`src/pcc_pkg.sv`:
```
// Constants, register map and carrier types for the pixel clip control.
// Assumes one 100 MHz clock shared with the scaler output stage.
`default_nettype none

package pcc_pkg;

  ////////////////////////////////////////////////////////////////////////
  // Register byte addresses
  localparam logic [7:0] ADDR_CLIP_CTRL = 8'h78;
  localparam logic [7:0] ADDR_SEQ_CMD = 8'h80;
  localparam logic [7:0] ADDR_MASK = 8'h84;
  localparam logic [7:0] ADDR_MASK_WR = 8'h88;
  localparam logic [7:0] ADDR_STATUS = 8'h8C;

  ////////////////////////////////////////////////////////////////////////
  // Clip control word layout and reset values
  localparam logic [15:0] CLIP_CTRL_RST = 16'h0000;
  localparam logic [15:0] CLIP_CTRL_USED = 16'h037B;
  localparam logic [15:0] MASK_RST = 16'hFFFF;
  localparam int KEY_SEL_LSB = 8;
  localparam int SRC_SEL_LSB = 4;
  localparam int RECT_IL_BIT = 3;
  localparam int WB_SEL_LSB = 0;
  localparam int STAT_PEND_BIT = 16;
  localparam int STAT_BUSY_BIT = 17;
  localparam int STAT_IDLE_BIT = 18;
  localparam int SEQ_ARM_BIT = 0;

  ////////////////////////////////////////////////////////////////////////
  // Field encodings
  typedef enum logic [2:0] {
    SRC_OFF = 3'h0,
    SRC_ALPHA = 3'h1,
    SRC_RSV2 = 3'h2,
    SRC_RSV3 = 3'h3,
    SRC_RECT = 3'h4,
    SRC_RECT_INV = 3'h5,
    SRC_MASK = 3'h6,
    SRC_MASK_INV = 3'h7
  } pcc_src_t;

  typedef enum logic [1:0] {
    WB_OFF = 2'h0,
    WB_KEY = 2'h1,
    WB_MASK_KEY = 2'h2,
    WB_APPLIED = 2'h3
  } pcc_wb_t;

  typedef enum logic [2:0] {
    SEQ_IDLE = 3'h1,
    SEQ_WAIT = 3'h2,
    SEQ_UPLOAD = 3'h4
  } pcc_seq_t;

  ////////////////////////////////////////////////////////////////////////
  // Carriers
  typedef struct packed {
    logic valid;
    logic [11:0] x;
    logic [11:0] y;
    logic field_even;
    logic key;
    logic mask_bit;
    logic [7:0] alpha;
  } pcc_pix_t;

  typedef struct packed {
    logic valid;
    logic [11:0] left;
    logic [11:0] right;
    logic [11:0] top;
    logic [11:0] bottom;
  } pcc_rect_t;

  typedef struct packed {
    logic valid;
    logic bit_val;
  } pcc_wb_bit_t;

endpackage

`default_nettype wire

```
`src/pcc_upload_seq.sv`:
```
// Video event tracking and wait-for-event upload sequencer.
// Assumes the vertical gate comes from scaler logic on the same clock.
`default_nettype none

module pcc_upload_seq (
  input wire logic clk_i,
  input wire logic resetn_i,
  input wire logic arm_i,
  input wire logic vgate_i,
  output logic upload_o,
  output logic busy_o,
  output logic pending_o,
  output logic idle_o
);
  import pcc_pkg::*;

  logic vgate_q;
  logic done_pulse;
  logic win_start;
  pcc_seq_t state;
  pcc_seq_t next_state;

  ////////////////////////////////////////////////////////////////////////
  // Event detection
  always_ff @(posedge clk_i or negedge resetn_i) begin
    if (!resetn_i) begin
      vgate_q <= 1'b0;
    end else begin
      vgate_q <= vgate_i;
    end
  end

  assign done_pulse = vgate_q & ~vgate_i;
  assign win_start = vgate_i & ~vgate_q;

  always_ff @(posedge clk_i or negedge resetn_i) begin
    if (!resetn_i) begin
      idle_o <= 1'b0;
    end else if (done_pulse) begin
      idle_o <= 1'b1;
    end else if (win_start) begin
      idle_o <= 1'b0;
    end
  end

  always_ff @(posedge clk_i or negedge resetn_i) begin
    if (!resetn_i) begin
      pending_o <= 1'b0;
    end else if (done_pulse) begin
      pending_o <= 1'b1;
    end else if (upload_o) begin
      pending_o <= 1'b0;
    end
  end

  ////////////////////////////////////////////////////////////////////////
  // Sequencer
  always_comb begin
    next_state = state;
    unique case (state)
      SEQ_IDLE: begin
        if (arm_i) next_state = SEQ_WAIT;
      end
      SEQ_WAIT: begin
        if (pending_o && idle_o && !vgate_i) next_state = SEQ_UPLOAD;
      end
      SEQ_UPLOAD: next_state = SEQ_IDLE;
      default: next_state = SEQ_IDLE;
    endcase
  end

  always_ff @(posedge clk_i or negedge resetn_i) begin
    if (!resetn_i) begin
      state <= SEQ_IDLE;
    end else begin
      state <= next_state;
    end
  end

  assign upload_o = (state == SEQ_UPLOAD);
  assign busy_o = (state != SEQ_IDLE);

  ////////////////////////////////////////////////////////////////////////
  // Checks
  a_upload_clears_pend: assert property (@(posedge clk_i)
    disable iff (!resetn_i) upload_o && !done_pulse |=> !pending_o)
    else $error("pending event not cleared by upload");
  a_upload_in_idle: assert property (@(posedge clk_i)
    disable iff (!resetn_i) upload_o |-> $past(idle_o) && !$past(vgate_i))
    else $error("upload outside idle interval");
  a_one_upload: assert property (@(posedge clk_i)
    disable iff (!resetn_i) upload_o |=> !upload_o ##1 !upload_o)
    else $error("event caused several uploads");
  a_wait_holds: assert property (@(posedge clk_i)
    disable iff (!resetn_i) busy_o && !pending_o && !upload_o |=> !upload_o)
    else $error("upload without pending event");

endmodule // pcc_upload_seq

`default_nettype wire

```
`src/pcc_top.sv`:
```
// Pixel clip control: APB registers, clip decision, alpha and writeback.
// Assumes pixel, rectangle and gate inputs come from logic on clk_i.
//
// Behaviour
// - Key select bits 9:8 pass or clip key
// - Key clip OR-ed with list/mask clip
// - Source 000 frees channel two for U
// - Source 001 reads alpha, no clipping
// - Source 100/101 rectangle list, plain/inverted
// - Source 110/111 bit mask; 010/011 reserved
// - Bit 3 selects interlaced rectangle handling
// - Odd field lines lie above even
// - Writeback 00 frees channel three
// - Writeback 01 key, 10 masked, 11 applied
// - Sequencer waits for scaler done video event
// - Masked write changes selected bits only
// - One upload per event occurrence
// - Pending event cleared after its upload
// - Scaler done marks idle upload interval
//
// Implementation choice: the APB register port.
`default_nettype none

module pcc_top (
  input wire logic clk_i,
  input wire logic resetn_i,
  input wire logic psel_i,
  input wire logic penable_i,
  input wire logic pwrite_i,
  input wire logic [7:0] paddr_i,
  input wire logic [31:0] pwdata_i,
  output logic [31:0] prdata_o,
  output logic pready_o,
  output logic pslverr_o,
  input wire logic vgate_i,
  input wire pcc_pkg::pcc_pix_t pix_i,
  input wire pcc_pkg::pcc_rect_t rect_i,
  output logic pix_write_o,
  output logic [7:0] alpha_o,
  output pcc_pkg::pcc_wb_bit_t wb_o,
  output logic ch2_reads_o,
  output logic ch2_u_write_o,
  output logic ch3_free_o
);
  import pcc_pkg::*;

  logic [15:0] shadow;
  logic [15:0] active;
  logic [15:0] mask;
  logic [31:0] next_rdata;
  logic setup;
  logic wr;
  logic mapped;
  logic arm;
  logic upload;
  logic busy;
  logic pending;
  logic idle;
  logic [1:0] key_sel;
  pcc_src_t src_sel;
  logic rect_il;
  pcc_wb_t wb_sel;
  logic [11:0] line;
  logic rect_hit;
  logic key_clip;
  logic src_clip;
  logic clip;
  logic mask_key;

  ////////////////////////////////////////////////////////////////////////
  // APB slave
  assign setup = psel_i & ~penable_i;
  assign wr = psel_i & penable_i & pwrite_i;
  assign pready_o = 1'b1;

  always_comb begin
    mapped = 1'b1;
    next_rdata = 32'h0000_0000;
    unique case (paddr_i)
      ADDR_CLIP_CTRL: next_rdata = {16'h0000, shadow & CLIP_CTRL_USED};
      ADDR_SEQ_CMD: next_rdata = {31'h0000_0000, busy};
      ADDR_MASK: next_rdata = {16'h0000, mask};
      ADDR_MASK_WR: next_rdata = 32'h0000_0000;
      ADDR_STATUS: begin
        next_rdata[15:0] = active;
        next_rdata[STAT_PEND_BIT] = pending;
        next_rdata[STAT_BUSY_BIT] = busy;
        next_rdata[STAT_IDLE_BIT] = idle;
      end
      default: mapped = 1'b0;
    endcase
  end

  always_ff @(posedge clk_i or negedge resetn_i) begin
    if (!resetn_i) begin
      prdata_o <= 32'h0000_0000;
    end else if (setup) begin
      prdata_o <= pwrite_i ? 32'h0000_0000 : next_rdata;
    end
  end

  always_ff @(posedge clk_i or negedge resetn_i) begin
    if (!resetn_i) begin
      pslverr_o <= 1'b0;
    end else if (setup) begin
      pslverr_o <= ~mapped;
    end
  end

  ////////////////////////////////////////////////////////////////////////
  // Staged clip control word
  always_ff @(posedge clk_i or negedge resetn_i) begin
    if (!resetn_i) begin
      shadow <= CLIP_CTRL_RST;
    end else if (wr && paddr_i == ADDR_CLIP_CTRL) begin
      shadow <= pwdata_i[15:0] & CLIP_CTRL_USED;
    end else if (wr && paddr_i == ADDR_MASK_WR) begin
      shadow <= ((shadow & ~mask) | (pwdata_i[15:0] & mask))
        & CLIP_CTRL_USED;
    end
  end

  always_ff @(posedge clk_i or negedge resetn_i) begin
    if (!resetn_i) begin
      mask <= MASK_RST;
    end else if (wr && paddr_i == ADDR_MASK) begin
      mask <= pwdata_i[15:0];
    end
  end

  assign arm = wr && paddr_i == ADDR_SEQ_CMD && pwdata_i[SEQ_ARM_BIT];

  pcc_upload_seq u_seq (
    .clk_i(clk_i),
    .resetn_i(resetn_i),
    .arm_i(arm),
    .vgate_i(vgate_i),
    .upload_o(upload),
    .busy_o(busy),
    .pending_o(pending),
    .idle_o(idle)
  );

  always_ff @(posedge clk_i or negedge resetn_i) begin
    if (!resetn_i) begin
      active <= CLIP_CTRL_RST;
    end else if (upload) begin
      active <= shadow;
    end
  end

  ////////////////////////////////////////////////////////////////////////
  // Field decode
  assign key_sel = active[KEY_SEL_LSB +: 2];
  assign src_sel = pcc_src_t'(active[SRC_SEL_LSB +: 3]);
  assign rect_il = active[RECT_IL_BIT];
  assign wb_sel = pcc_wb_t'(active[WB_SEL_LSB +: 2]);

  ////////////////////////////////////////////////////////////////////////
  // Rectangle hit
  // interlaced rectangle mapping
  assign line = rect_il ? {pix_i.y[10:0], pix_i.field_even} : pix_i.y;
  assign rect_hit = rect_i.valid
    && pix_i.x >= rect_i.left && pix_i.x <= rect_i.right
    && line >= rect_i.top && line <= rect_i.bottom;

  ////////////////////////////////////////////////////////////////////////
  // Clip decision
  // key clip select
  assign key_clip = key_sel[1] & (pix_i.key ^ key_sel[0]);

  always_comb begin
    src_clip = 1'b0;
    unique case (src_sel)
      SRC_RECT: src_clip = rect_hit;
      SRC_RECT_INV: src_clip = ~rect_hit;
      SRC_MASK: src_clip = pix_i.mask_bit;
      SRC_MASK_INV: src_clip = ~pix_i.mask_bit;
      SRC_ALPHA: src_clip = 1'b0;
      SRC_RSV2, SRC_RSV3: src_clip = 1'b0;
      SRC_OFF: src_clip = 1'b0;
    endcase
  end

  assign clip = key_clip | src_clip;
  assign mask_key = src_clip | pix_i.key;

  assign pix_write_o = pix_i.valid & ~clip;

  ////////////////////////////////////////////////////////////////////////
  // Transfer channel usage
  // channel two writes U
  assign ch2_u_write_o = (src_sel == SRC_OFF);
  assign ch2_reads_o = src_sel == SRC_ALPHA || src_sel[2];
  assign ch3_free_o = (wb_sel == WB_OFF);

  ////////////////////////////////////////////////////////////////////////
  // Alpha output
  always_ff @(posedge clk_i or negedge resetn_i) begin
    if (!resetn_i) begin
      alpha_o <= 8'h00;
    end else if (pix_i.valid) begin
      if (src_sel == SRC_ALPHA) begin
        alpha_o <= pix_i.alpha;
      end else begin
        alpha_o <= {8{pix_i.key ^ (key_sel == 2'h1)}};
      end
    end
  end

  ////////////////////////////////////////////////////////////////////////
  // Clip writeback
  always_ff @(posedge clk_i or negedge resetn_i) begin
    if (!resetn_i) begin
      wb_o <= '0;
    end else begin
      wb_o.valid <= pix_i.valid && wb_sel != WB_OFF;
      unique case (wb_sel)
        WB_KEY: wb_o.bit_val <= pix_i.key;
        WB_MASK_KEY: wb_o.bit_val <= mask_key;
        WB_APPLIED: wb_o.bit_val <= clip;
        WB_OFF: wb_o.bit_val <= 1'b0;
      endcase
    end
  end

  ////////////////////////////////////////////////////////////////////////
  // Checks
  a_key_clip_on: assert property (@(posedge clk_i)
    disable iff (!resetn_i)
    pix_i.valid && key_sel == 2'h3 && !pix_i.key |-> !pix_write_o)
    else $error("inverted key did not clip");
  a_key_no_clip: assert property (@(posedge clk_i)
    disable iff (!resetn_i)
    pix_i.valid && !key_sel[1] && !src_sel[2] |-> pix_write_o)
    else $error("pixel clipped with clipping off");
  a_or_combine: assert property (@(posedge clk_i)
    disable iff (!resetn_i)
    pix_i.valid && key_clip && !src_clip |-> !pix_write_o)
    else $error("key clip lost in OR");
  a_ch2_free: assert property (@(posedge clk_i)
    disable iff (!resetn_i)
    src_sel == SRC_OFF |-> ch2_u_write_o && !ch2_reads_o)
    else $error("channel two not freed");
  a_alpha_sub: assert property (@(posedge clk_i)
    disable iff (!resetn_i)
    pix_i.valid && src_sel == SRC_ALPHA && !upload
    |=> alpha_o == $past(pix_i.alpha))
    else $error("read alpha not substituted");
  a_rect_inv: assert property (@(posedge clk_i)
    disable iff (!resetn_i)
    pix_i.valid && src_sel == SRC_RECT_INV && !rect_hit |-> !pix_write_o)
    else $error("inverted rectangle did not clip");
  a_mask_clip: assert property (@(posedge clk_i)
    disable iff (!resetn_i)
    pix_i.valid && src_sel == SRC_MASK && pix_i.mask_bit |-> !pix_write_o)
    else $error("mask bit did not clip");
  a_wb_off: assert property (@(posedge clk_i)
    disable iff (!resetn_i)
    wb_sel == WB_OFF && !upload |=> !wb_o.valid)
    else $error("writeback while disabled");
  a_wb_applied: assert property (@(posedge clk_i)
    disable iff (!resetn_i)
    pix_i.valid && wb_sel == WB_APPLIED
    |=> wb_o.valid && wb_o.bit_val == !$past(pix_write_o))
    else $error("applied clip not written back");
  a_masked_write: assert property (@(posedge clk_i)
    disable iff (!resetn_i)
    wr && paddr_i == ADDR_MASK_WR
    |=> (shadow & ~$past(mask)) == ($past(shadow) & ~$past(mask)))
    else $error("masked write changed unselected bits");
  a_reserved_zero: assert property (@(posedge clk_i)
    disable iff (!resetn_i)
    setup && !pwrite_i && paddr_i == ADDR_CLIP_CTRL
    |=> prdata_o[15:10] == 6'h00 && !prdata_o[7] && !prdata_o[2])
    else $error("reserved bits read nonzero");
  a_ctrl_upload: assert property (@(posedge clk_i)
    disable iff (!resetn_i)
    !upload |=> active == $past(active))
    else $error("active word changed without upload");

  c_upload: cover property (@(posedge clk_i) disable iff (!resetn_i)
    upload);
  c_rect_clip: cover property (@(posedge clk_i) disable iff (!resetn_i)
    pix_i.valid && src_sel == SRC_RECT && rect_hit && rect_il);
  c_key_and_mask: cover property (@(posedge clk_i) disable iff (!resetn_i)
    pix_i.valid && key_clip && src_clip);
  c_unmapped: cover property (@(posedge clk_i) disable iff (!resetn_i)
    psel_i && penable_i && pslverr_o);

endmodule // pcc_top

`default_nettype wire

```
`config.mk`:
```
export PLATFORM = sky130hd
export DESIGN_NAME = pcc_top
export DESIGN_NICKNAME = d
export VERILOG_FILES = /design/src/pcc_pkg.sv /design/src/pcc_upload_seq.sv /design/src/pcc_top.sv
export SDC_FILE = /design/constraint.sdc
export NUM_CORES = 1
export LEC_CHECK = 0
export BUFFER_PORTS_ARGS = -buffer_cell sky130_fd_sc_hd__clkbuf_2
export CORE_ASPECT_RATIO = 2
export CORE_MARGIN = 3
export CORE_UTILIZATION = 53
export DETAILED_ROUTE_END_ITERATION = 8
export HOLD_SLACK_MARGIN = 0.12
export PLACE_DENSITY = 0.85
export REMOVE_ABC_BUFFERS = 1
export SYNTH_ARGS = -nofsm -noshare
export SYNTH_HDL_FRONTEND = slang
export SYNTH_SLANG_ARGS = --single-unit
```
`constraint.sdc`:
```
create_clock -name clk_i -period 6.4 [get_ports clk_i]
set_clock_uncertainty 0.15 [all_clocks]
set_input_delay 0.96 -clock clk_i [delete_from_list [all_inputs] [get_ports clk_i]]
set_output_delay 0.96 -clock clk_i [all_outputs]
set_load 0.03 [all_outputs]
```
; ---- Word level (Yosys, flattened, before mapping)
; Index checks and enable logic that the tools add are counted.
[word_totals]
ff_bits = 97
input_bits = 131
out_inout_bits = 48
elab_cells = 99
[classes]
order_cmp = 4
eq_ne = 22
muxes = 16
bitwise_logic = 22
reduce_logical = 23
[op_table]
columns = operator, n
row1 = case mux 19 bit (4 select lines), 1
row2 = == test 8 bit (second input constant), 4
row3 = two-way mux 16 bit, 2
row4 = greater-or-equal comparator 12 bit, 2
row5 = less-or-equal comparator 12 bit, 2
row6 = bitwise AND 10 bit, 2
row7 = two-way mux 19 bit, 1
row8 = == test 3 bit (second input constant), 5
row9 = logical AND 1 bit, 12
row10 = two-way mux 12 bit, 1
row11 = NOT 10 bit, 1
row12 = OR 10 bit, 1
row13 = == test 3 x 2 -> 1 bit (second input constant), 3
row14 = == test 8 x 7 -> 1 bit (second input constant), 1
row15 = two-way mux 8 bit, 1
row16 = nonzero test 2 bit, 4
row17 = bitwise AND 1 bit, 7
row18 = NOT 1 bit, 7
row19 = == test 3 x 1 -> 1 bit (second input constant), 2
row20 = two-way mux 3 bit, 2
row21 = case mux 3 bit (2 select lines), 1
row22 = two-way mux 1 bit, 5
row23 = case mux 1 bit (5 select lines), 1
row24 = OR reduction 5 bit, 1
row25 = 14 further kinds, 18

; ---- Logic depth before layout (Yosys ltp)
; Gate-level depths: netlist of the first run.
[depth]
word_depth = 10
mapped_depth = 11
ltp_nobuf = 10

; ---- By module
; A second synthesis of the first run with hierarchy kept.
[unflattened]
cells_unflattened = 444
area_unflattened_um2 = 4476.8
[by_module_without_submodules]
columns = mod, instances, cells_each, area_per_inst_um2, seq_area_each_um2
row1 = pcc_top, 1, 424, 4217.8, 1571.5
row2 = pcc_upload_seq, 1, 20, 259.0, 151.4

; ---- Worst setup path after synthesis of the first run
; No wires, ideal clock.
[synth_timing]
kind = input to output
from = input pix_i[15] (netlist bit)
to = output pix_write_o
arrival_time_ns = 2.895
required_time_ns = 5.290
path_slack_ns = 2.395
path_stages = 10
n_path_buf = 0
cell_sequence = mux2_2 > ha_1 > a21o_1 > nand3_1 > a21oi_1 > a2111oi_0 > o22a_1 > a32oi_1 > xor2_1 > o211a_1
[synth_via]
elab_chain_cells = 9
elab_cells_between_ends = 10
classes_between = order compare: 2 / mux: 2 / bitwise: 4 / reduce/logical: 2
[synth_rtl]
columns = item, line_no
row1 = from (decl), pcc_top.sv:36  ; input wire pcc_pkg::pcc_pix_t pix_i,
row2 = two-way mux 12 bit *, pcc_top.sv:162  ; assign line = rect_il ? {pix_i.y[10:0], pix_i.field_even} : pix_i.y;
row3 = greater-or-equal comparator 12 bit, pcc_top.sv:165  ; && line >= rect_i.top && line <= rect_i.bottom;
row4 = logical AND 1 bit, pcc_top.sv:165
row5 = logical AND 1 bit *, pcc_top.sv:165
row6 = NOT 1 bit, pcc_top.sv:176  ; SRC_RECT_INV: src_clip = ~rect_hit;
row7 = case mux 1 bit (5 select lines) *, pcc_top.sv:174  ; unique case (src_sel)
row8 = OR 1 bit *, pcc_top.sv:185  ; assign clip = key_clip | src_clip;
row9 = NOT 1 bit *, pcc_top.sv:188  ; assign pix_write_o = pix_i.valid & ~clip;
row10 = bitwise AND 1 bit *, pcc_top.sv:188
row11 = to (decl), pcc_top.sv:38  ; output logic pix_write_o,
; Mark *: on every way between the ends. The rest lies on a longest branch, timed or not.

; ---- Worst setup path in the final report of the first run
[layout_timing]
from = input pix_i[23] (netlist bit)
to = output pix_write_o
[layout_via]
elab_chain_cells = 10
elab_cells_between_ends = 11
classes_between = order compare: 2 / mux: 1 / bitwise: 4 / reduce/logical: 4
[layout_rtl]
columns = item, line_no
row1 = greater-or-equal comparator 12 bit, pcc_top.sv:164  ; && pix_i.x >= rect_i.left && pix_i.x <= rect_i.right
row2 = logical AND 1 bit, pcc_top.sv:164
row3 = logical AND 1 bit *, pcc_top.sv:164
row4 = logical AND 1 bit * (2 in series), pcc_top.sv:165
row5 = NOT 1 bit, pcc_top.sv:176
row6 = case mux 1 bit (5 select lines) *, pcc_top.sv:174
row7 = OR 1 bit *, pcc_top.sv:185
row8 = NOT 1 bit *, pcc_top.sv:188
row9 = bitwise AND 1 bit *, pcc_top.sv:188
; Marks and branches as above.

==> results.md, run 1 <==
- Status: finished, final reports clean
- CP dominant cell by count: clkbuf_2
- Startpoint Class: input pin
- Routed Antenna Nets: 0
- Leak Pwr: 2.920 nW
- Area share of fa/ha/maj cells after synthesis: 0.1406
- # fillers: 638
- Number of clock sinks: 68
- Setup crit end kind: primary output
- Total length of routed wires: 11,470 µm
- Root Buffer: clkbuf_16
- R2R setup slack: 3.17 ns
- R2R Path Start: active[3]
- Die Wd: 70.14 µm
- Placed inst area: 5127 µm²
- Post-CTS Setup Inserts: 0
- Post-CTS Hold Buffers: 0
- Cts bufs inserted: 9
- XOR/XNOR share of the synthesized area: 0.004017
- Cell variety after synth: 49
- Post-synth EDFFs: 0
- Mean post-synth cell area: 9.933 µm²
- Switching pwr: 0.0002784 W
- Port Buffers: 148
- Area growth, synth to finish: 24.91%
- Int Power: 0.0008600 W
- Switching share of total power: 0.2445
- Period utilization: 0.7295
- Cell taking the most area after synthesis: dfrtp_1
- DRT iter0 DRCs: 174
- Commonest non-fill, non-tap cell in the layout: clkbuf_2
- Ports: 179
- Slowest cell on crit path: a2111oi_0
- CP Class: in -> out
- DRC: 0
- Final Hold Viols: 0
- 1st-pass router iterations: 4
- Largest net degree at the start of global routing: 69
- Worst slack at placement: 1.840 ns
- Setup TNS: 0 ns
- Gr usage total: 0.2490
- Max-Slew Margin vs Limit: 0.2787
- Fin cells: 689
- Post-Synthesis Cells: 439
- Area taken by flip-flops and latches: 1723 µm²
- # rows: 46
- Core area: 7943 µm²
- Worst path required time: 5.29 ns
- Footprint of the multi-input gates: 2337 µm²
- Synth Register Bits: 68
- Leading cell types by total area after synthesis: dfrtp_1 (29%), ha_1 (14%), mux2_2 (11%)
- Combinational power share: 0.148
- Worst-case vdd ir drop: 0.0002130 V
- Initial antenna violation count: 0
- Crit-path max FO: 2
- Clk slew on worst S/H paths: 0.05 ns
- First-pass GRT wire length: 18,460 µm
- Post-CTS Resized: 0
- Largest family of logic cells by synthesized area: compound AO/OA/AOI/OAI gates
- Hold path startpoint: prdata_o[5]
- Worst hold endpoint: prdata_o[5]
- HP Class: reg -> reg
- Clock share of power: 0.461
- Synth Flop Type: dfrtp_1
- Synth warnings: 0
- Die area: 9417 µm²
- GR Overflow Total: 0
- Via count: 3,803
- Worst reg-to-reg path cell count: 10
- Final GP Congestion: 0.9824
- Worst reg2reg endpoint: wb_o[0]
- Max-Cap Viols: 0
- Nets@finish: 768
- Synth top area share: 0.2927
- Die Y: 134.3 µm
- Vias in the first global route: 4,034
- Multiplexer share of the synthesized area: 0.1108
- Initial core utilization: 0.5490
- CTS H-tree lvls: 3
- Layout cells sized above 1: 0.3862
- Hpwl dp: 9192 µm
- Clk Latency, worst-skew pair: 0.33 ns
- TritonCTS clock tree: yes
- Max Freq: 214.2 MHz
- Post-synthesis cell area: 4360 µm²
- Period minus WS final: 4.669 ns
- Fin util: 0.6857
- RSZ-0062 raised after global routing: no
- Fin. max-slew vios: 0
- Clock buffer depth: 2
- Vias/cell: 5.520
- Worst slew pin tran: 1.082 ns
- Avg WL per Cell: 16.65 µm
- Hold Crit Depth: 2
- Post-synthesis sequential area ratio: 0.3951
- Critical Path AT: 3.56 ns
- Fraction of registers with async set/reset: 1.000
- CP cell instances: clkbuf_2 -> inv_1 -> ha_1 -> nand2b_1 -> a2111oi_0 -> or3_1 -> nand3_1 -> and3_1 -> a32oi_1 -> xor2_1 -> o211a_1 -> clkbuf_2
- Max stage delay on crit path: 0.69 ns
- Final Instance Area: 5446 µm²
- # diodes: 0
- Placed cells: 673
- Simple logic cell fraction of the synthesized area: 0.1222
- # setup viols final: 0
- Commonest non-fill, non-tap cells in the layout: clkbuf_2 (147), inv_1 (51), dfrtp_1 (51)
- Synth Area in Compound Gates: 0.1463
- Setup ws final: 1.731 ns
- PwrDens: 209.0 nW/µm²
- Sequential fraction of design power: 0.391
[cell usage after synthesis, types with 2 or more instances]
cell type and n:
nand2_1 26, a21oi_1 28, ha_1 49, nor2_1 29, a221oi_1 2, mux2_2 42, inv_1 51, conb_1 2
a21o_1 7, dfrtp_1 51, and3_1 2, nand3_1 9, a2111oi_0 3, o21bai_1 2, nor3_1 3, nand4_1 8
o211ai_1 2, nor2b_1 7, clkbuf_1 9, nor3_4 2, o21ai_1 2, nand2b_1 4, a211oi_1 3, o21ai_0 28
a22o_1 9, a222oi_1 6, dfstp_2 17, buf_4 14, nor3b_1 2
[layout make-up]
| class | instances | area share |
|---|---|---|
| Clock buffer | 12 | 0.04526 |
| Clock inverter | 4 | 0.01332 |
| Inverter | 51 | 0.03515 |
| Multi-Input combinational cell | 308 | 0.4291 |
| Sequential cell | 68 | 0.3163 |
| Tap cell | 96 | 0.02205 |
| Timing Repair Buffer | 150 | 0.1388 |
[kinds of logic (layout without fill, tap and decap cells)]
family	count (synthesis)	count (layout)
and+or+nand+nor	101	101
muxes	43	43
AOI/OAI and AO/OA	99	99
DFF	68	68
buffers and inverters	75	217
adders and majority gates	49	49
other	2	14
xor gates and xnor gates	2	2
[per-stage QoR]
| step | total power (W) | hold WS [ns] |
|---|---|---|
| global placement | 0.0006109 | 0.3125 |
| global route | 0.001188 | 0.3451 |
| finish | 0.001138 | 0.3246 |
| detailed placement | 0.0006202 | 0.3108 |
| floorplan | 0.0005418 | 0.3038 |
| CTS | 0.001147 | 0.3314 |
[per-layer routing]
metal | up-vias | wire [µm] | GRT usage
met5 | - | 0 | 0
met4 | 0 | 427 | 0.1386
met3 | 29 | 542 | 0.05101
met2 | 138 | 6515 | 0.4784
met1 | 1803 | 3983 | 0.2377
li1 | 1833 | - | -
[worst max path at each step]
stage                          from     endpoint  slack, ns  depth (start not counted)
final                     pix_i[23]  pix_write_o       1.73                         12
after global routing      active[3]  pix_write_o       1.52                         11
after detailed placement  pix_i[23]  pix_write_o       1.84                         12
after floorplan           pix_i[15]  pix_write_o       2.39                         10
after CTS                 active[3]  pix_write_o       1.71                         11
after global placement    pix_i[23]  pix_write_o       1.88                         12
[worst max-delay path, delay by kind of cell]
kind / cells / cell delay (ns)
xor+xnor: 1 / 0.23
fa+ha+maj: 1 / 0.29
compound gates: 3 / 1.09
buf+inv: 3 / 0.35
simple gates: 4 / 0.66
[power groups by stage]
stage          clock (W)  sequential, W  combinational [W]
2_1_floorplan          0       0.000462          0.0000802
3_3_place_gp           0       0.000451           0.000160
3_5_place_dp           0       0.000451           0.000169
4_1_cts         0.000533       0.000445           0.000170
5_1_grt         0.000553       0.000445           0.000190
6_report        0.000525       0.000445           0.000169
Power figures use the tool's default switching activity.
==> inputs of run 2 (changes only) <==
--- a/config.mk
+++ b/config.mk
@@ -8,10 +8,10 @@
 export BUFFER_PORTS_ARGS = -buffer_cell sky130_fd_sc_hd__clkbuf_2
 export CORE_ASPECT_RATIO = 2
 export CORE_MARGIN = 3
-export CORE_UTILIZATION = 53
+export CORE_UTILIZATION = 49
 export DETAILED_ROUTE_END_ITERATION = 8
 export HOLD_SLACK_MARGIN = 0.12
-export PLACE_DENSITY = 0.85
+export PLACE_DENSITY = 0.79
 export REMOVE_ABC_BUFFERS = 1
 export SYNTH_ARGS = -nofsm -noshare
 export SYNTH_HDL_FRONTEND = slang
==> constraint.sdc (replaced) <==
create_clock -name clk_i -period 4.4 [get_ports clk_i]
set_clock_uncertainty 0.15 [all_clocks]
set_input_delay 0.66 -clock clk_i [delete_from_list [all_inputs] [get_ports clk_i]]
set_output_delay 0.66 -clock clk_i [all_outputs]
set_load 0.03 [all_outputs]
==> run 2 against run 1 <==
Register-to-register slack got worse by 1.7 ns. Clock-buffer cell count up 3. Sequential power grew 45%. Combinational power grew 43%. Cell count up 0.58%. Largest cell class unchanged. Highest routed layer unchanged.
==> results.md, run 2 (synthesized netlist as in run 1, its figures left out) <==
- Final Hold Viols: 0 (unchanged)
- Nets@finish: 768 (unchanged)
- Initial antenna violation count: 0 (unchanged)
- Vias in the first global route: 4,047 (+0.32%)
- Startpoint Class: register
- Final hold slack: 0.3051 ns (-0.01952 ns)
- Status: finished, final reports clean
- GR Overflow Total: 0 (unchanged)
- 1st-pass router iterations: 4 (unchanged)
- Number of clock sinks: 68 (unchanged)
- Ports: 179 (unchanged)
- # diodes: 0 (unchanged)
- R2R Path Start: active[3]
- Cts bufs inserted: 9 (unchanged)
- Clk slew on worst S/H paths: 0.05 ns (about the same)
- Setup TNS: 0 ns (unchanged)
- Combinational power share: 0.155 (+0.007)
- PwrDens: 287.5 nW/µm² (+38%)
- Initial core utilization: 0.5042 (-0.04480)
- Port Buffers: 148 (unchanged)
- Root Buffer: clkbuf_16
- Total length of routed wires: 10,770 µm (-6.1%)
- Area growth, synth to finish: 24.22%
- Worst-case vdd ir drop: 0.0002664 V (+25%)
- Fin util: 0.6263 (-0.05943)
- Avg WL per Cell: 15.53 µm (-6.7%)
- Clock share of power: 0.430 (-0.031)
- Int Power: 0.001167 W (+36%)
- Clock buffer depth: 2 (unchanged)
- First-pass GRT wire length: 17,620 µm (-4.6%)
- Largest net degree at the start of global routing: 69 (unchanged)
- Max-Slew Margin vs Limit: 0.3006 (+0.02189)
- Switching share of total power: 0.2504 (+0.005808)
- CP Class: reg -> out
- # setup viols final: 0 (unchanged)
- Max-Cap Viols: 0 (unchanged)
- Worst path required time: 3.59 ns (-1.70 ns)
- Hold path startpoint: vgate_i
- HP Class: in -> reg
- Gr usage total: 0.2195 (-0.02951)
- Clk Latency, worst-skew pair: 0.33 ns (about the same)
- Hpwl dp: 8726 µm (-5.1%)
- Setup crit end kind: primary output
- RSZ-0062 raised after global routing: no
- Period utilization: 0.9210
- # fillers: 701 (+9.9%)
- CTS H-tree lvls: 3 (unchanged)
- Max Freq: 246.8 MHz
- DRC: 0 (unchanged)
- Core area: 8648 µm² (+8.9%)
- Routed Antenna Nets: 0 (unchanged)
- Via count: 3,774 (-0.76%)
- Die Wd: 72.71 µm (+3.7%)
- Post-CTS Hold Buffers: 0 (unchanged)
- Worst slew pin tran: 1.049 ns (-0.03283 ns)
- Die area: 10,140 µm² (+7.6%)
- Vias/cell: 5.446 (-1.3%)
- Final GP Congestion: 0.8896 (-9.4%)
- Fin. max-slew vios: 0 (unchanged)
- Post-CTS Setup Inserts: 0 (unchanged)
- Period minus WS final: 4.052 ns
- DRT iter0 DRCs: 110 (-37%)
- Switching pwr: 0.0003899 W (+40%)
- Crit-path max FO: 14 (+12)
- Critical Path AT: 3.24 ns (-0.32 ns)
- # rows: 48 (+4.3%)
- Layout cells sized above 1: 0.3862 (unchanged)
- TritonCTS clock tree: yes
- Sequential fraction of design power: 0.415 (+0.024)
- Die Y: 139.4 µm (+3.8%)
- Crit path from: active[3]
- Commonest non-fill, non-tap cells in the layout: clkbuf_2 (147), inv_1 (51), dfrtp_1 (50)
- Post-CTS Resized: 0 (unchanged)
- Commonest non-fill, non-tap cell in the layout: clkbuf_2
- Leak Pwr: 2.906 nW (-0.50%)
## run 2: changes by cell type in the layout (fill, tap and decap cells not counted)
cell,before,now
bufinv_16,2,0
clkbuf_1,2,3
clkbuf_8,1,3
clkinvlp_4,1,0
dfrtp_1,51,50
dfrtp_2,0,1
## run 2: critical path, stage by stage (launching register included)
cell,delay [ns]
dfrtp_2,0.55
mux2_2,0.40
ha_1,0.30
a21o_1,0.18
nand3_1,0.08
a21oi_1,0.06
a2111oi_0,0.45
o22a_1,0.22
a32oi_1,0.10
xor2_1,0.17
o211a_1,0.22
clkbuf_2,0.19
## run 2: cell type report
cell class / count / area [µm²] / area share
timing repair buffer: 150 / 755.7 / 0.1395
clock buffer: 15 / 277.8 / 0.05128
sequential: 68 / 1724 / 0.3183
multi-input combinational: 308 / 2337 / 0.4315
clock inverter: 1 / 5.005 / 0.0009240
inverter: 51 / 191.4 / 0.03534
tap: 100 / 125.1 / 0.02310
## run 2: metrics by stage
step / power [W] / setup slack, ns / std cells / area, µm²
2_1_floorplan: 0.0007881 / 0.9546 / 427 / 4252
3_3_place_gp: 0.0008877 / 0.4938 / 677 / 5132
3_5_place_dp: 0.0008992 / 0.4685 / 677 / 5132
4_1_cts: 0.001570 / 0.1105 / 693 / 5415
5_1_grt: 0.001632 / 0.06039 / 693 / 5416
6_report: 0.001557 / 0.3477 / 693 / 5416
## run 2: worst paths after layout
| kind | cells after the start | to | slack, ns |
|---|---|---|---|
| worst min register to register | 2 | prdata_o[16] | 0.33 |
| worst min-delay path | 1 | u_seq.vgate_q | 0.31 |
| min in group asynchronous | 2 | u_seq.idle_o | 0.35 |
| max in group asynchronous | 2 | active[3] | 3.12 |
| worst max register to register | 10 | wb_o[0] | 1.48 |
| worst max-delay path | 11 | pix_write_o | 0.35 |
## run 2: power groups by stage
| stage | combinational, W | clock (W) | sequential, W |
|---|---|---|---|
| after floorplan | 0.000117 | 0 | 0.000672 |
| after global placement | 0.000232 | 0 | 0.000656 |
| after detailed placement | 0.000242 | 0 | 0.000657 |
| after CTS | 0.000244 | 0.000679 | 0.000647 |
| after global routing | 0.000275 | 0.000709 | 0.000647 |
| final | 0.000241 | 0.000669 | 0.000647 |
## run 2: per-layer routing
layer | up-vias | routed length [µm] | GRT usage
li1 | 1831 | - | -
met1 | 1758 | 3789 | 0.2261
met2 | 156 | 5880 | 0.4090
met3 | 29 | 743 | 0.04555
met4 | 0 | 352 | 0.09339
met5 | - | 0 | 0
==> inputs of run 3 (changes only) <==
--- a/config.mk
+++ b/config.mk
@@ -6,12 +6,14 @@
 export NUM_CORES = 1
 export LEC_CHECK = 0
 export BUFFER_PORTS_ARGS = -buffer_cell sky130_fd_sc_hd__clkbuf_2
+export CELL_PAD_IN_SITES_DETAIL_PLACEMENT = 1
+export CELL_PAD_IN_SITES_GLOBAL_PLACEMENT = 2
 export CORE_ASPECT_RATIO = 2
 export CORE_MARGIN = 3
-export CORE_UTILIZATION = 49
+export CORE_UTILIZATION = 28
 export DETAILED_ROUTE_END_ITERATION = 8
 export HOLD_SLACK_MARGIN = 0.12
-export PLACE_DENSITY = 0.79
+export PLACE_DENSITY = 0.78
 export REMOVE_ABC_BUFFERS = 1
 export SYNTH_ARGS = -nofsm -noshare
 export SYNTH_HDL_FRONTEND = slang
==> run 3 against run 2 <==
Wire length rose by 25%. Largest power group unchanged. Critical path depth did not move. Via count rose by 2.0%. Combinational power rose by 5%. Utilization fell by 26 points. Non-clock buffer count rose by 2. Largest cell class unchanged. Clock-buffer cell count fell by 5. Clock power rose by 11%. Highest routed layer unchanged. Sequential cell count did not move. Final area rose by 3.0%. Hold slack got worse by 0.0071 ns. Sequential share of layout area fell by 0.90 points.
==> results.md, run 3 (synthesized netlist as in run 1, its figures left out) <==
- Cell family with most CP delay: compound AO/OA/AOI/OAI gates
- CP cell instances: mux2_2 -> ha_1 -> a21o_1 -> nand3_1 -> a21oi_1 -> a2111oi_1 -> o22a_1 -> a32oi_1 -> xor2_1 -> o211a_1 -> clkbuf_2
- Layout cells sized above 1: 0.3933 (+0.007105)
- Cell count along the critical path: 11 (unchanged)
- First-pass GRT wire length: 21,270 µm (+21%)
- Final GP Congestion: 0.7948 (-11%)
- Worst path required time: 3.59 ns (about the same)
- Via count: 3,848 (+2.0%)
- Critical Path AT: 3.30 ns (+0.06 ns)
- Number of clock sinks: 68 (unchanged)
- Port Buffers: 148 (unchanged)
- Slowest cell on crit path: dfrtp_4
- Final hold slack: 0.2980 ns (-0.007078 ns)
- Clock buffer depth: 2 (unchanged)
- Setup crit end kind: primary output
- Fin. max-slew vios: 0 (unchanged)
- Final Instance Area: 5582 µm² (+3.0%)
- Routed Antenna Nets: 0 (unchanged)
- Initial core utilization: 0.2896 (-0.2146)
- DRC: 0 (unchanged)
- Max-Slew Margin vs Limit: 0.2069 (-0.09372)
- Vias/cell: 4.871 (-11%)
- Max stage delay on crit path: 0.53 ns (-0.02 ns)
- Final Hold Viols: 0 (unchanged)
- RSZ-0062 raised after global routing: no
- Initial antenna violation count: 0 (unchanged)
- Period utilization: 0.9331 (+0.01209)
- Hpwl dp: 11,270 µm (+29%)
- Die area: 17,200 µm² (+70%)
- Die Wd: 94.24 µm (+30%)
- Startpoint Class: register
- Max-Cap Viols: 0 (unchanged)
- Gr usage total: 0.1587 (-0.06076)
- Worst slack at placement: 0.3304 ns (-0.1381 ns)
- Commonest non-fill, non-tap cells in the layout: clkbuf_2 (147), inv_1 (51), dfrtp_1 (50)
- GR Overflow Total: 0 (unchanged)
- Ports: 179 (unchanged)
- Vias in the first global route: 4,382 (+8.3%)
- Total length of routed wires: 13,430 µm (+25%)
- HP Class: in -> async
- 1st-pass router iterations: 5 (+1)
- Avg WL per Cell: 16.99 µm (+9.4%)
- Nets@finish: 770 (+0.26%)
- Worst-case vdd ir drop: 0.0002659 V (-0.17%)
- CTS H-tree lvls: 3 (unchanged)
- Core area: 15,060 µm² (+74%)
- Worst slew pin tran: 1.183 ns (+0.1334 ns)
- Commonest non-fill, non-tap cell in the layout: clkbuf_2
- DRT iter0 DRCs: 82 (-25%)
- Crit path from: active[3]
- Worst path buffer plus inverter count: 1 (unchanged)
- Max Freq: 243.6 MHz (-1.3%)
- PwrDens: 293.8 nW/µm² (+2.2%)
- Period minus WS final: 4.105 ns (+0.05318 ns)
- # rows: 63 (+31%)
- Cts bufs inserted: 9 (unchanged)
- Post-CTS Setup Inserts: 0 (unchanged)
- CP Class: reg -> out
- Clk Latency, worst-skew pair: 0.33 ns (about the same)
- Post-CTS Hold Buffers: 0 (unchanged)
- R2R Path Start: active[3]
- Crit-path max FO: 14 (unchanged)
- Leak Pwr: 2.922 nW (+0.54%)
- Setup TNS: 0 ns (unchanged)
- # diodes: 0 (unchanged)
- TritonCTS clock tree: yes
- Die Y: 182.5 µm (+31%)
- Largest net degree at the start of global routing: 42 (-39%)
- Root Buffer: clkbuf_16
- Worst reg-to-reg path cell count: 10 (unchanged)
- Area growth, synth to finish: 28.01%
- Clk slew on worst S/H paths: 0.06 ns (about the same)
- Setup ws final: 0.2946 ns (-0.05318 ns)
- Status: finished, final reports clean
- Placed inst area: 5266 µm² (+2.6%)
- # setup viols final: 0 (unchanged)
==> run 3: worst paths after layout <==
kind / to / slack [ns]
min in group clk_i: u_seq.vgate_q / 0.31
worst min-delay path: prdata_o[7] / 0.30
worst max-delay path: pix_write_o / 0.29
max in group asynchronous: mask[5] / 2.85
worst min register to register: prdata_o[3] / 0.33
worst max register to register: wb_o[0] / 1.43
==> run 3: through the flow <==
step                        util  cells  power (W)
after floorplan                -    427  0.0007881
after global placement    0.3498    774  0.0008982
after detailed placement  0.3498    774  0.0009127
after CTS                 0.3705    790   0.001668
after global routing      0.3707    790   0.001723
final                     0.3707    790   0.001640
==> run 3: metal layers <==
metal,wire length [µm],GRT usage
met1,4491,0.1499
met2,7844,0.3198
met3,811,0.03424
met4,278,0.05556
met5,0,0
==> run 3: what timing repair did <==
item / 4_1_cts / 5_1_grt
gates resized for setup: 1 / 2
endpoints found under the setup margin: 1 / 1
cloned: 0 / 0
==> run 3: area by class of cell <==
cell class	instances	area, µm²
timing repair buffer	152	770.7
clock inverter	6	71.32
multi-input combinational	308	2338
clock buffer	10	239.0
sequential	68	1727
tap	195	244.0
fill	1800	9474
inverter	51	191.4
==> run 3: power by group <==
part           internal (W)  switching [W]
clock network      0.000458       0.000284
logic              0.000102       0.000150
registers          0.000639     0.00000667
total               0.00120       0.000441
